### src/core/sbc_irq_pkg.sv
package sbc_irq_pkg;

  // register addresses on the serial register port
  localparam logic [7:0] ADDR_SUMMARY      = 8'h50;
  localparam logic [7:0] ADDR_FLAGS_ONE    = 8'h51;
  localparam logic [7:0] ADDR_FLAGS_TWO    = 8'h52;
  localparam logic [7:0] ADDR_FLAGS_THREE  = 8'h53;
  localparam logic [7:0] ADDR_MASK_ONE     = 8'h56;
  localparam logic [7:0] ADDR_MASK_TWO     = 8'h57;
  localparam logic [7:0] ADDR_MASK_THREE   = 8'h58;
  localparam logic [7:0] ADDR_LINK_FLAGS   = 8'h5A;
  localparam logic [7:0] ADDR_LINK_MASK    = 8'h5E;

  // reset values
  localparam logic [7:0] RST_MASK_ONE      = 8'hB0;
  localparam logic [7:0] RST_MASK_TWO      = 8'h37;
  localparam logic [7:0] RST_MASK_THREE    = 8'hBC;
  localparam logic [7:0] RST_LINK_MASK     = 8'hCC;
  localparam logic [7:0] RST_FLAGS         = 8'h00;

  // implemented bits (others reserved, read zero)
  localparam logic [7:0] IMPL_MASK_ONE     = 8'hB0;
  localparam logic [7:0] IMPL_MASK_TWO     = 8'h37;
  localparam logic [7:0] IMPL_THREE        = 8'hBC;
  localparam logic [7:0] IMPL_LINK         = 8'hCC;

  // field positions, third flag register
  localparam int BIT_SERIAL_ERR    = 7;
  localparam int BIT_FAILSAFE      = 5;
  localparam int BIT_CHECKSUM_ERR  = 4;
  localparam int BIT_SUPPLY_SHORT  = 3;
  localparam int BIT_RESTART_LIMIT = 2;
  // field positions, link/switch flag register
  localparam int BIT_BUS_WAKE      = 7;
  localparam int BIT_BUS_TIMEOUT   = 6;
  localparam int BIT_SW_OVERCUR    = 3;
  localparam int BIT_SW_OPENLOAD   = 2;
  // summary register fields
  localparam int BIT_SUM_ANY       = 7;
  localparam int BIT_SUM_ONE       = 6;
  localparam int BIT_SUM_TWO       = 5;
  localparam int BIT_SUM_THREE     = 4;
  localparam int BIT_SUM_LINK      = 2;

endpackage : sbc_irq_pkg

### src/core/sbc_interrupt_flags_masks.sv
// Overview of operation
// - Bit 7 of the third flag register sets on a serial interface error and clears on a host write of one.
// - Bit 5 sets on fail-safe entry and a write of one clears it unless an entry event arrives in the same cycle.
// - Bit 4 sets on a frame checksum error and bit 3 on a supply short, both write-one-to-clear.
// - Bit 2 sets when the restart counter passes its limit and clears on a host write of one.
// - The first mask register holds enables at bits 7, 5 and 4, read-write, reset to enabled.
// - The second mask register holds enables at bits 5, 4, 2, 1 and 0, read-write, reset to enabled.
// - The third mask register holds enables at bits 7, 5, 4, 3 and 2, read-write, reset to enabled.
// - The link/switch flag register holds bus wake, bus timeout, over-current and open-load flags at 7, 6, 3, 2.
// - The link/switch mask register holds enables at bits 7, 6, 3 and 2, read-write, reset to enabled.
// - Each mask bit gates the flag at the same position, and a cleared enable keeps that flag off the interrupt.
// - Reserved bits read as zero and ignore writes.
// - The summary register shows the OR of all flags in bit 7 and per-register ORs beside it, read-only.
`timescale 1ns/100ps
module sbc_interrupt_flags_masks
  import sbc_irq_pkg::*;
(
  // clock and reset
  input  wire logic       clock,
  input  wire logic       rstn,
  // serial register port, one-cycle strobes
  input  wire logic       regWrite,
  input  wire logic       regRead,
  input  wire logic [7:0] regAddr,
  input  wire logic [7:0] regWrData,
  output logic      [7:0] regRdData,
  // flag registers one and two, kept outside this block
  input  wire logic [7:0] flagsOne,
  input  wire logic [7:0] flagsTwo,
  // event pulses
  input  wire logic       serialErrorEvent,
  input  wire logic       failsafeEntryEvent,
  input  wire logic       checksumErrorEvent,
  input  wire logic       supplyShortEvent,
  input  wire logic       restartLimitEvent,
  input  wire logic       busWakeEvent,
  input  wire logic       busTimeoutEvent,
  input  wire logic       switchOvercurrentEvent,
  input  wire logic       switchOpenLoadEvent,
  // interrupt request, active high
  output logic            irqOut
);
  import sbc_irq_pkg::*;

  typedef struct packed {
    logic [7:0] maskOne;
    logic [7:0] maskTwo;
    logic [7:0] maskThree;
    logic [7:0] linkMask;
    logic [7:0] flagsThree;
    logic [7:0] linkFlags;
    logic [7:0] rdData;
    logic       irq;
  } state_t;

  state_t state_ff;
  state_t nxt_state;

  // sticky flag update: set wins over write-one-to-clear
  function automatic logic [7:0] stickyFlags(input logic [7:0] cur, input logic [7:0] setVec,
                                             input logic wrHit, input logic [7:0] wd, input logic [7:0] impl);
    logic [7:0] clr;
    clr = wrHit ? wd : 8'h00;
    return ((cur & ~clr) | setVec) & impl;
  endfunction : stickyFlags

  logic [7:0] setThree;
  logic [7:0] setLink;
  logic [7:0] pendThree;
  logic [7:0] pendLink;
  logic [7:0] summary;
  logic       anyPend;

  always_comb
  begin
    setThree = 8'h00;
    setThree[BIT_SERIAL_ERR]    = serialErrorEvent;
    setThree[BIT_FAILSAFE]      = failsafeEntryEvent;
    setThree[BIT_CHECKSUM_ERR]  = checksumErrorEvent;
    setThree[BIT_SUPPLY_SHORT]  = supplyShortEvent;
    setThree[BIT_RESTART_LIMIT] = restartLimitEvent;
    setLink = 8'h00;
    setLink[BIT_BUS_WAKE]    = busWakeEvent;
    setLink[BIT_BUS_TIMEOUT] = busTimeoutEvent;
    setLink[BIT_SW_OVERCUR]  = switchOvercurrentEvent;
    setLink[BIT_SW_OPENLOAD] = switchOpenLoadEvent;
  end

  always_comb
  begin
    nxt_state = state_ff;
    // reserved bits masked off on write
    if (regWrite && regAddr == ADDR_MASK_ONE)
      nxt_state.maskOne = regWrData & IMPL_MASK_ONE;
    if (regWrite && regAddr == ADDR_MASK_TWO)
      nxt_state.maskTwo = regWrData & IMPL_MASK_TWO;
    if (regWrite && regAddr == ADDR_MASK_THREE)
      nxt_state.maskThree = regWrData & IMPL_THREE;
    if (regWrite && regAddr == ADDR_LINK_MASK)
      nxt_state.linkMask = regWrData & IMPL_LINK;
    nxt_state.flagsThree = stickyFlags(state_ff.flagsThree, setThree,
                                       regWrite && regAddr == ADDR_FLAGS_THREE,
                                       regWrData, IMPL_THREE);
    nxt_state.linkFlags = stickyFlags(state_ff.linkFlags, setLink,
                                      regWrite && regAddr == ADDR_LINK_FLAGS,
                                      regWrData, IMPL_LINK);
    // gate uses the registered flags so irq follows the readable state one cycle later
    nxt_state.irq = |(state_ff.flagsThree & state_ff.maskThree)
                  | |(state_ff.linkFlags & state_ff.linkMask)
                  | |(flagsOne & state_ff.maskOne)
                  | |(flagsTwo & state_ff.maskTwo);
    if (regRead)
    begin
      unique case (regAddr)
        ADDR_SUMMARY:     nxt_state.rdData = summary;
        ADDR_FLAGS_THREE: nxt_state.rdData = state_ff.flagsThree;
        ADDR_MASK_ONE:    nxt_state.rdData = state_ff.maskOne;
        ADDR_MASK_TWO:    nxt_state.rdData = state_ff.maskTwo;
        ADDR_MASK_THREE:  nxt_state.rdData = state_ff.maskThree;
        ADDR_LINK_FLAGS:  nxt_state.rdData = state_ff.linkFlags;
        ADDR_LINK_MASK:   nxt_state.rdData = state_ff.linkMask;
        default:          nxt_state.rdData = 8'h00;
      endcase
    end
  end

  always_comb
  begin
    summary = 8'h00;
    summary[BIT_SUM_ONE]   = |flagsOne;
    summary[BIT_SUM_TWO]   = |flagsTwo;
    summary[BIT_SUM_THREE] = |state_ff.flagsThree;
    summary[BIT_SUM_LINK]  = |state_ff.linkFlags;
    summary[BIT_SUM_ANY]   = |summary[6:0];
    pendThree = state_ff.flagsThree & state_ff.maskThree;
    pendLink  = state_ff.linkFlags & state_ff.linkMask;
    anyPend   = |pendThree | |pendLink | |(flagsOne & state_ff.maskOne) | |(flagsTwo & state_ff.maskTwo);
  end

  always_ff @(posedge clock or negedge rstn)
  begin
    if (!rstn)
    begin
      state_ff.maskOne    <= RST_MASK_ONE;
      state_ff.maskTwo    <= RST_MASK_TWO;
      state_ff.maskThree  <= RST_MASK_THREE;
      state_ff.linkMask   <= RST_LINK_MASK;
      state_ff.flagsThree <= RST_FLAGS;
      state_ff.linkFlags  <= RST_FLAGS;
      state_ff.rdData     <= 8'h00;
      state_ff.irq        <= 1'b0;
    end
    else
      state_ff <= nxt_state;
  end

  assign regRdData = state_ff.rdData;
  assign irqOut    = state_ff.irq;

  serial_err_set_a: assert property (@(posedge clock) disable iff (!rstn)
    serialErrorEvent |=> state_ff.flagsThree[BIT_SERIAL_ERR])
    else $error("serial error flag not set");
  failsafe_clear_a: assert property (@(posedge clock) disable iff (!rstn)
    regWrite && regAddr == ADDR_FLAGS_THREE && regWrData[BIT_FAILSAFE] && !failsafeEntryEvent
    |=> !state_ff.flagsThree[BIT_FAILSAFE])
    else $error("failsafe flag not cleared");
  checksum_set_a: assert property (@(posedge clock) disable iff (!rstn)
    checksumErrorEvent || supplyShortEvent |=> |state_ff.flagsThree[4:3])
    else $error("checksum or short flag missing");
  restart_set_a: assert property (@(posedge clock) disable iff (!rstn)
    restartLimitEvent |=> state_ff.flagsThree[BIT_RESTART_LIMIT])
    else $error("restart flag not set");
  mask_reserved_a: assert property (@(posedge clock) disable iff (!rstn)
    (state_ff.maskOne & ~IMPL_MASK_ONE) == 8'h00 && (state_ff.maskTwo & ~IMPL_MASK_TWO) == 8'h00
    && (state_ff.flagsThree & ~IMPL_THREE) == 8'h00 && (state_ff.linkFlags & ~IMPL_LINK) == 8'h00
    && (state_ff.maskThree & ~IMPL_THREE) == 8'h00 && (state_ff.linkMask & ~IMPL_LINK) == 8'h00)
    else $error("reserved bit set");
  mask_write_a: assert property (@(posedge clock) disable iff (!rstn)
    regWrite && regAddr == ADDR_LINK_MASK |=> state_ff.linkMask == ($past(regWrData) & IMPL_LINK))
    else $error("link mask write lost");
  set_beats_clear_a: assert property (@(posedge clock) disable iff (!rstn)
    busWakeEvent && regWrite && regAddr == ADDR_LINK_FLAGS |=> state_ff.linkFlags[BIT_BUS_WAKE])
    else $error("set lost to clear");
  zero_write_keeps_a: assert property (@(posedge clock) disable iff (!rstn)
    regWrite && regAddr == ADDR_LINK_FLAGS && regWrData == 8'h00
    |=> (state_ff.linkFlags & $past(state_ff.linkFlags)) == $past(state_ff.linkFlags))
    else $error("zero write changed flags");
  irq_follows_a: assert property (@(posedge clock) disable iff (!rstn)
    ##1 irqOut == $past(anyPend))
    else $error("irq does not follow enabled flags");
  summary_any_a: assert property (@(posedge clock) disable iff (!rstn)
    summary[BIT_SUM_ANY] == (|flagsOne || |flagsTwo || |state_ff.flagsThree || |state_ff.linkFlags))
    else $error("summary wrong");
  mask_one_write_a: assert property (@(posedge clock) disable iff (!rstn)
    regWrite && regAddr == ADDR_MASK_ONE |=> state_ff.maskOne == ($past(regWrData) & IMPL_MASK_ONE))
    else $error("first mask write lost");
  mask_two_write_a: assert property (@(posedge clock) disable iff (!rstn)
    regWrite && regAddr == ADDR_MASK_TWO |=> state_ff.maskTwo == ($past(regWrData) & IMPL_MASK_TWO))
    else $error("second mask write lost");
  three_mask_write_a: assert property (@(posedge clock) disable iff (!rstn)
    regWrite && regAddr == ADDR_MASK_THREE |=> state_ff.maskThree == ($past(regWrData) & IMPL_THREE))
    else $error("third mask write lost");
  flags_three_set_a: assert property (@(posedge clock) disable iff (!rstn)
    |setThree |=> (state_ff.flagsThree & $past(setThree)) == $past(setThree))
    else $error("third register flag lost");
  link_flag_set_a: assert property (@(posedge clock) disable iff (!rstn)
    |setLink |=> (state_ff.linkFlags & $past(setLink)) == $past(setLink))
    else $error("link flag lost");
  // a set in the clearing cycle must survive, so only bits without a set are expected low
  link_clear_a: assert property (@(posedge clock) disable iff (!rstn)
    regWrite && regAddr == ADDR_LINK_FLAGS
    |=> (state_ff.linkFlags & $past(regWrData) & ~$past(setLink)) == 8'h00)
    else $error("link flag not cleared");
  summary_read_a: assert property (@(posedge clock) disable iff (!rstn)
    regRead && regAddr == ADDR_SUMMARY |=> regRdData[BIT_SUM_ANY]
    == (|$past(flagsOne) || |$past(flagsTwo) || |$past(state_ff.flagsThree) || |$past(state_ff.linkFlags)))
    else $error("summary read wrong");
  irq_drop_a: assert property (@(posedge clock) disable iff (!rstn)
    irqOut && !anyPend |=> !irqOut)
    else $error("irq stays high without enabled flag");

endmodule : sbc_interrupt_flags_masks

### config.mk
export PLATFORM = sky130hd
export DESIGN_NAME = sbc_interrupt_flags_masks
export DESIGN_NICKNAME = d
export VERILOG_FILES = /design/src/core/sbc_irq_pkg.sv /design/src/core/sbc_interrupt_flags_masks.sv
export SDC_FILE = /design/constraint.sdc
export NUM_CORES = 1
export LEC_CHECK = 0
export ABC_CLOCK_PERIOD_IN_PS = 2000
export BUFFER_PORTS_ARGS = -buffer_cell sky130_fd_sc_hd__buf_2
export CAP_MARGIN = 30
export CORE_MARGIN = 2
export CORE_UTILIZATION = 44
export DETAILED_ROUTE_END_ITERATION = 10
export GPL_ROUTABILITY_DRIVEN = 0
export PLACE_DENSITY = 0.67
export SLEW_MARGIN = 40
export SYNTH_ARGS = -nofsm -noshare
export SYNTH_HDL_FRONTEND = slang
export SYNTH_SLANG_ARGS = --single-unit
### constraint.sdc
create_clock -name clock -period 2 [get_ports clock]
set_clock_uncertainty 0.15 [all_clocks]
set_input_delay 0.4 -clock clock [delete_from_list [all_inputs] [get_ports clock]]
set_output_delay 0.4 -clock clock [all_outputs]
set_load 0.03 [all_outputs]
Yosys cells after proc, flatten, opt, wreduce, memory -nomap -nowiden. Cells that the tools add are included. Widths: inputs -> output; s select.

Register bits after elaboration: 35. Logic and storage cells: 46. Output and inout port bits: 9. Input bits: 45.

Reductions and logical operators: 15. Multiplexer cells: 3. Bitwise operators: 13. Equal/unequal tests: 7.

Operators by type and width (count): $eq 8x7->1 const B (7); $pmux 8 s7 (1); $reduce_or 8->1 (6); $and 8x8->8 (5); $reduce_or 25->1 (1); $mux 8 (2); $not 8->8 (2); $or 8x8->8 (2); $and 8x6->8 (1); $logic_and 1x1->1 (6); $reduce_or 5->1 (1); $reduce_or 4->1 (1); $or 1x1->1 (3).

Depth between registers and ports, before layout.
Word-level depth: 6. Mapped depth: 6. Gate-level depth less buffers: 5.

Worst setup path before layout. OpenSTA, ideal clock, no wires.

Path kind: in2reg. Start point: input flagsTwo[5]. End point: register state_ff, in the netlist regRdData[7]. Path buffers: 0. Stages: 5. Setup slack: 270 ps. Arrival time: 1436 ps. Required time: 1706 ps. Library setup time: 144 ps. Cells stage by stage: or4_4 -> nor4_2 -> nand3_1 -> a21oi_1 -> o22ai_1.

Cells in the longest elaborated chain, start to end: 2.

RTL lines: start, declared (RTL line sbc_interrupt_flags_masks.sv:29) `input wire logic [7:0] flagsTwo,`; $reduce_or 25->1 (RTL line sbc_interrupt_flags_masks.sv:134) `summary[BIT_SUM_ANY] = |summary[6:0];`; $pmux 8 s7 (RTL line sbc_interrupt_flags_masks.sv:114) `unique case (regAddr)`; end signal, assigned (RTL line sbc_interrupt_flags_masks.sv:154) `state_ff <= nxt_state;`; end, declared (RTL line sbc_interrupt_flags_masks.sv:56) `state_t state_ff;`.

No other way between the ends. A chain may end at the register's enable or synchronous reset.

Worst setup path in the final report.
Start point: register state_ff[12] (netlist bit). End point: register state_ff, in the netlist regRdData[2].

Cells in the longest elaborated chain, start to end: 2.

RTL lines: $reduce_or 4->1 (RTL line sbc_interrupt_flags_masks.sv:133) `summary[BIT_SUM_LINK] = |state_ff.linkFlags;`; $pmux 8 s7 (RTL line sbc_interrupt_flags_masks.sv:114).

No other way between the ends.

==> key figures <==
Synthesis
  – Synthesized area: 1944 um^2
  – Leading area contributor after synthesis: dfrtp_1
  – Post-synth EDFFs: 0
  – Fraction of registers with async set/reset: 100.0%
  – Commonest cells post-synth: 19 x mux2_1, 19 x nand2_1, 18 x dfrtp_1, 17 x dfstp_2
  – Yosys top cell area share: 23.17%
  – Synth top area cells: dfrtp_1 23%, dfstp_2 23%, mux2_1 11%
  – Ys flop type: dfrtp_1
  – Netlist cell types: 44
  – Yosys warning total: 0
  – Syn Inst Count: 182
  – Syn Nets: 227
  – Sequential fraction of the synthesis area: 46.14%
  – Mean post-synth cell area: 10.68 um^2
  – Synth Register Bits: 35

Global route
  – GRT Util Overall: 21.76%
  – Number of global-route vias before repair: 1682
  – Number of antenna violations at the first check in global routing: 0
  – Largest net degree at the start of global routing: 36
  – GRT overflow: 0
  – First-pass GRT wire length: 8.335 mm

Min path
  – Hold Path Depth: 2
  – WHS Endpoint: state_ff[11]
  – Min-Delay Path Class: in2reg
  – Min-delay src: switchOpenLoadEvent

Setup path
  – Critical path type: reg2reg
  – Delay-heaviest family, CP: simple AND/OR/NAND/NOR gates
  – Crit end category: flip-flop
  – CP peak stage delay: 0.55 ns
  – Critical path buffer and inverter count: 0
  – Worst-path maximum fanout: 2
  – Startpoint class of the critical path: flip-flop
  – Setup slack, reg-to-reg: 0.03 ns
  – Crit path arrival time: 1.97 ns
  – Crit path cell chain: or4_4, nor2_4, a211oi_2, a222oi_1, o22ai_1
  – Reg2Reg Launch Point: state_ff[12]
  – CP max-delay cell: or4_4
  – RR Endpoint: regRdData[2]
  – Req. time, crit path: 2.00 ns
  – Cell depth of the worst setup path: 5
  – FF-to-FF path depth: 5

Final layout
  – Area of the multi-input gates: 928.4 um^2
  – Reg area: 897.1 um^2
  – NumNets Final: 286
  – Layout fillers: 386
  – Antenna diodes: 0
  – Final core occ: 55.91%
  – Post-route cell area: 2401 um^2
  – Share of layout cells above drive strength 1: 44.21%
  – Area Growth Syn to Fin: 23.49%
  – Non-Filler Instances: 294

Timing
  – Min cycle time layout: 1.968 ns
  – Crit share post-route: 98.38%
  – Max Clock Freq: 508.3 MHz
  – Final Hold Fails: 0
  – Final WS setup: 0.03250 ns
  – Unrepaired setup endpoints after global routing: yes
  – Final setup TNS: 0 ns
  – Worst hold slack: 0.1253 ns
  – Worst-Margin Slew: 0.4884 ns
  – Max-slew violations: 0
  – Final setup vio count: 0
  – Slew HR: 67.41%

Floorplan
  – Placement Rows: 24
  – Die area: 4967 um^2
  – I/O pin total: 54
  – CORE AREA: 4294 um^2
  – Die Wd: 70.48 um
  – Die Y: 70.48 um
  – Initial Util: 45.28%

Routing
  – Via count: 1637
  – First drt pass iteration count: 4
  – DRT antenna net count: 0
  – Drt first-iter violations: 163
  – Detail-routed via count per cell: 5.568
  – Avg WL per Cell: 16.85 um
  – Drt drc: 0
  – Final wirelength: 4.954 mm

Clocking
  – Clock slew at reported path FFs: 0.07 ns
  – Max H-tree Level: 2
  – Clock Path Buffers: 2
  – CTS Buf Count: 5
  – Clock sinks: 35
  – CTS tree: built
  – Latest clock arrival within the worst-skew pair: 0.29 ns
  – CTS Root Cell: clkbuf_8

Power and ir drop
  – Pwr dens: 636.0 nW/um^2
  – Static leakage: 1.011 nW
  – Worst VDD drop: 0.0004675 V
  – Overall power: 1.527 mW

Place
  – Area after DPL: 2262 um^2
  – Dpl hpwl: 3.800 mm
  – Port bufs: 53
  – Setup WS pre-CTS: 0.1043 ns
  – Placed insts: 283

Outcome
  – Status: complete, no violations

Flow run
  – # Max-Cap Violations: 0
-- area by class of cell --
type                    instances  share of cell area [%]
multi-input cells             123                   38.67
flip-flops and latches         35                   37.36
repair buffers                 67                   15.53
clock buffers                   7                   4.013
well taps                      52                   2.710
inverters                       9                   1.407
clock inverters                 1                  0.3127
-- cells in the final DEF (no fill, tap or decap), types with 3 or more instances in the layout --
master | synthesis | final
buf_2 | 4 | 53
dfrtp_1 | 18 | 18
dfstp_2 | 17 | 17
buf_4 | 9 | 13
a21o_1 | 9 | 9
o21ai_1 | 3 | 3
nor3_1 | 3 | 3
o22ai_1 | 5 | 5
nor2_1 | 5 | 5
or4_1 | 4 | 4
clkbuf_8 | 0 | 7
inv_1 | 9 | 9
mux2_1 | 19 | 19
nand2_1 | 19 | 19
a22oi_1 | 6 | 6
nand3_1 | 4 | 4
nor2b_1 | 5 | 5
a21oi_1 | 5 | 5
-- state kept, by name (all words and copies together) (netlist names) --
name,cells
regRdData,8
state_ff,26
irqOut,1
-- cell families (layout without fill, tap and decap cells) --
kind of cell	Yosys count	in the layout	share of synthesized area (%)
simple gates	60	60	19.31
compound gates	42	42	15.77
flops	35	35	46.14
buf+inv	24	84	6.628
mux	21	21	12.16
-- layer usage --
layer	share of wire, %	track usage, %
met5	0	0
met4	0.87	4.487
met1	46	29.68
met3	4.6	6.061
met2	48	34.70
-- report_power, final --
part / leakage (nW) / internal [mW] / switching, mW
combinational: 0.586 / 0.0864 / 0.0995
clock: 0.0505 / 0.313 / 0.270
sequential: 0.374 / 0.742 / 0.0160
-- worst max path at each step --
stage,from,endpoint,slack [ns]
after CTS,state_ff[15],regRdData[2],0.09
after floorplan,flagsTwo[5],regRdData[7],0.27
after detailed placement,state_ff[15],regRdData[2],0.10
after global routing,state_ff[12],regRdData[2],-0.08
after global placement,state_ff[15],regRdData[2],0.09
final,state_ff[12],regRdData[2],0.03
-- worst register-to-register path, delay by kind of cell (launching register included) --
kind            cells  cell delay (ns)
compound gates      3             0.60
flops               1             0.39
simple gates        2             0.69
-- what timing repair did --
action | in CTS | in global routing
hold endpoints to repair | 7 | 0
gates resized for setup | 0 | 2
hold buffers | 1 | 0
setup buffers | 0 | 2
setup endpoints to repair | 0 | 1
Power figures use the tool's default switching activity.
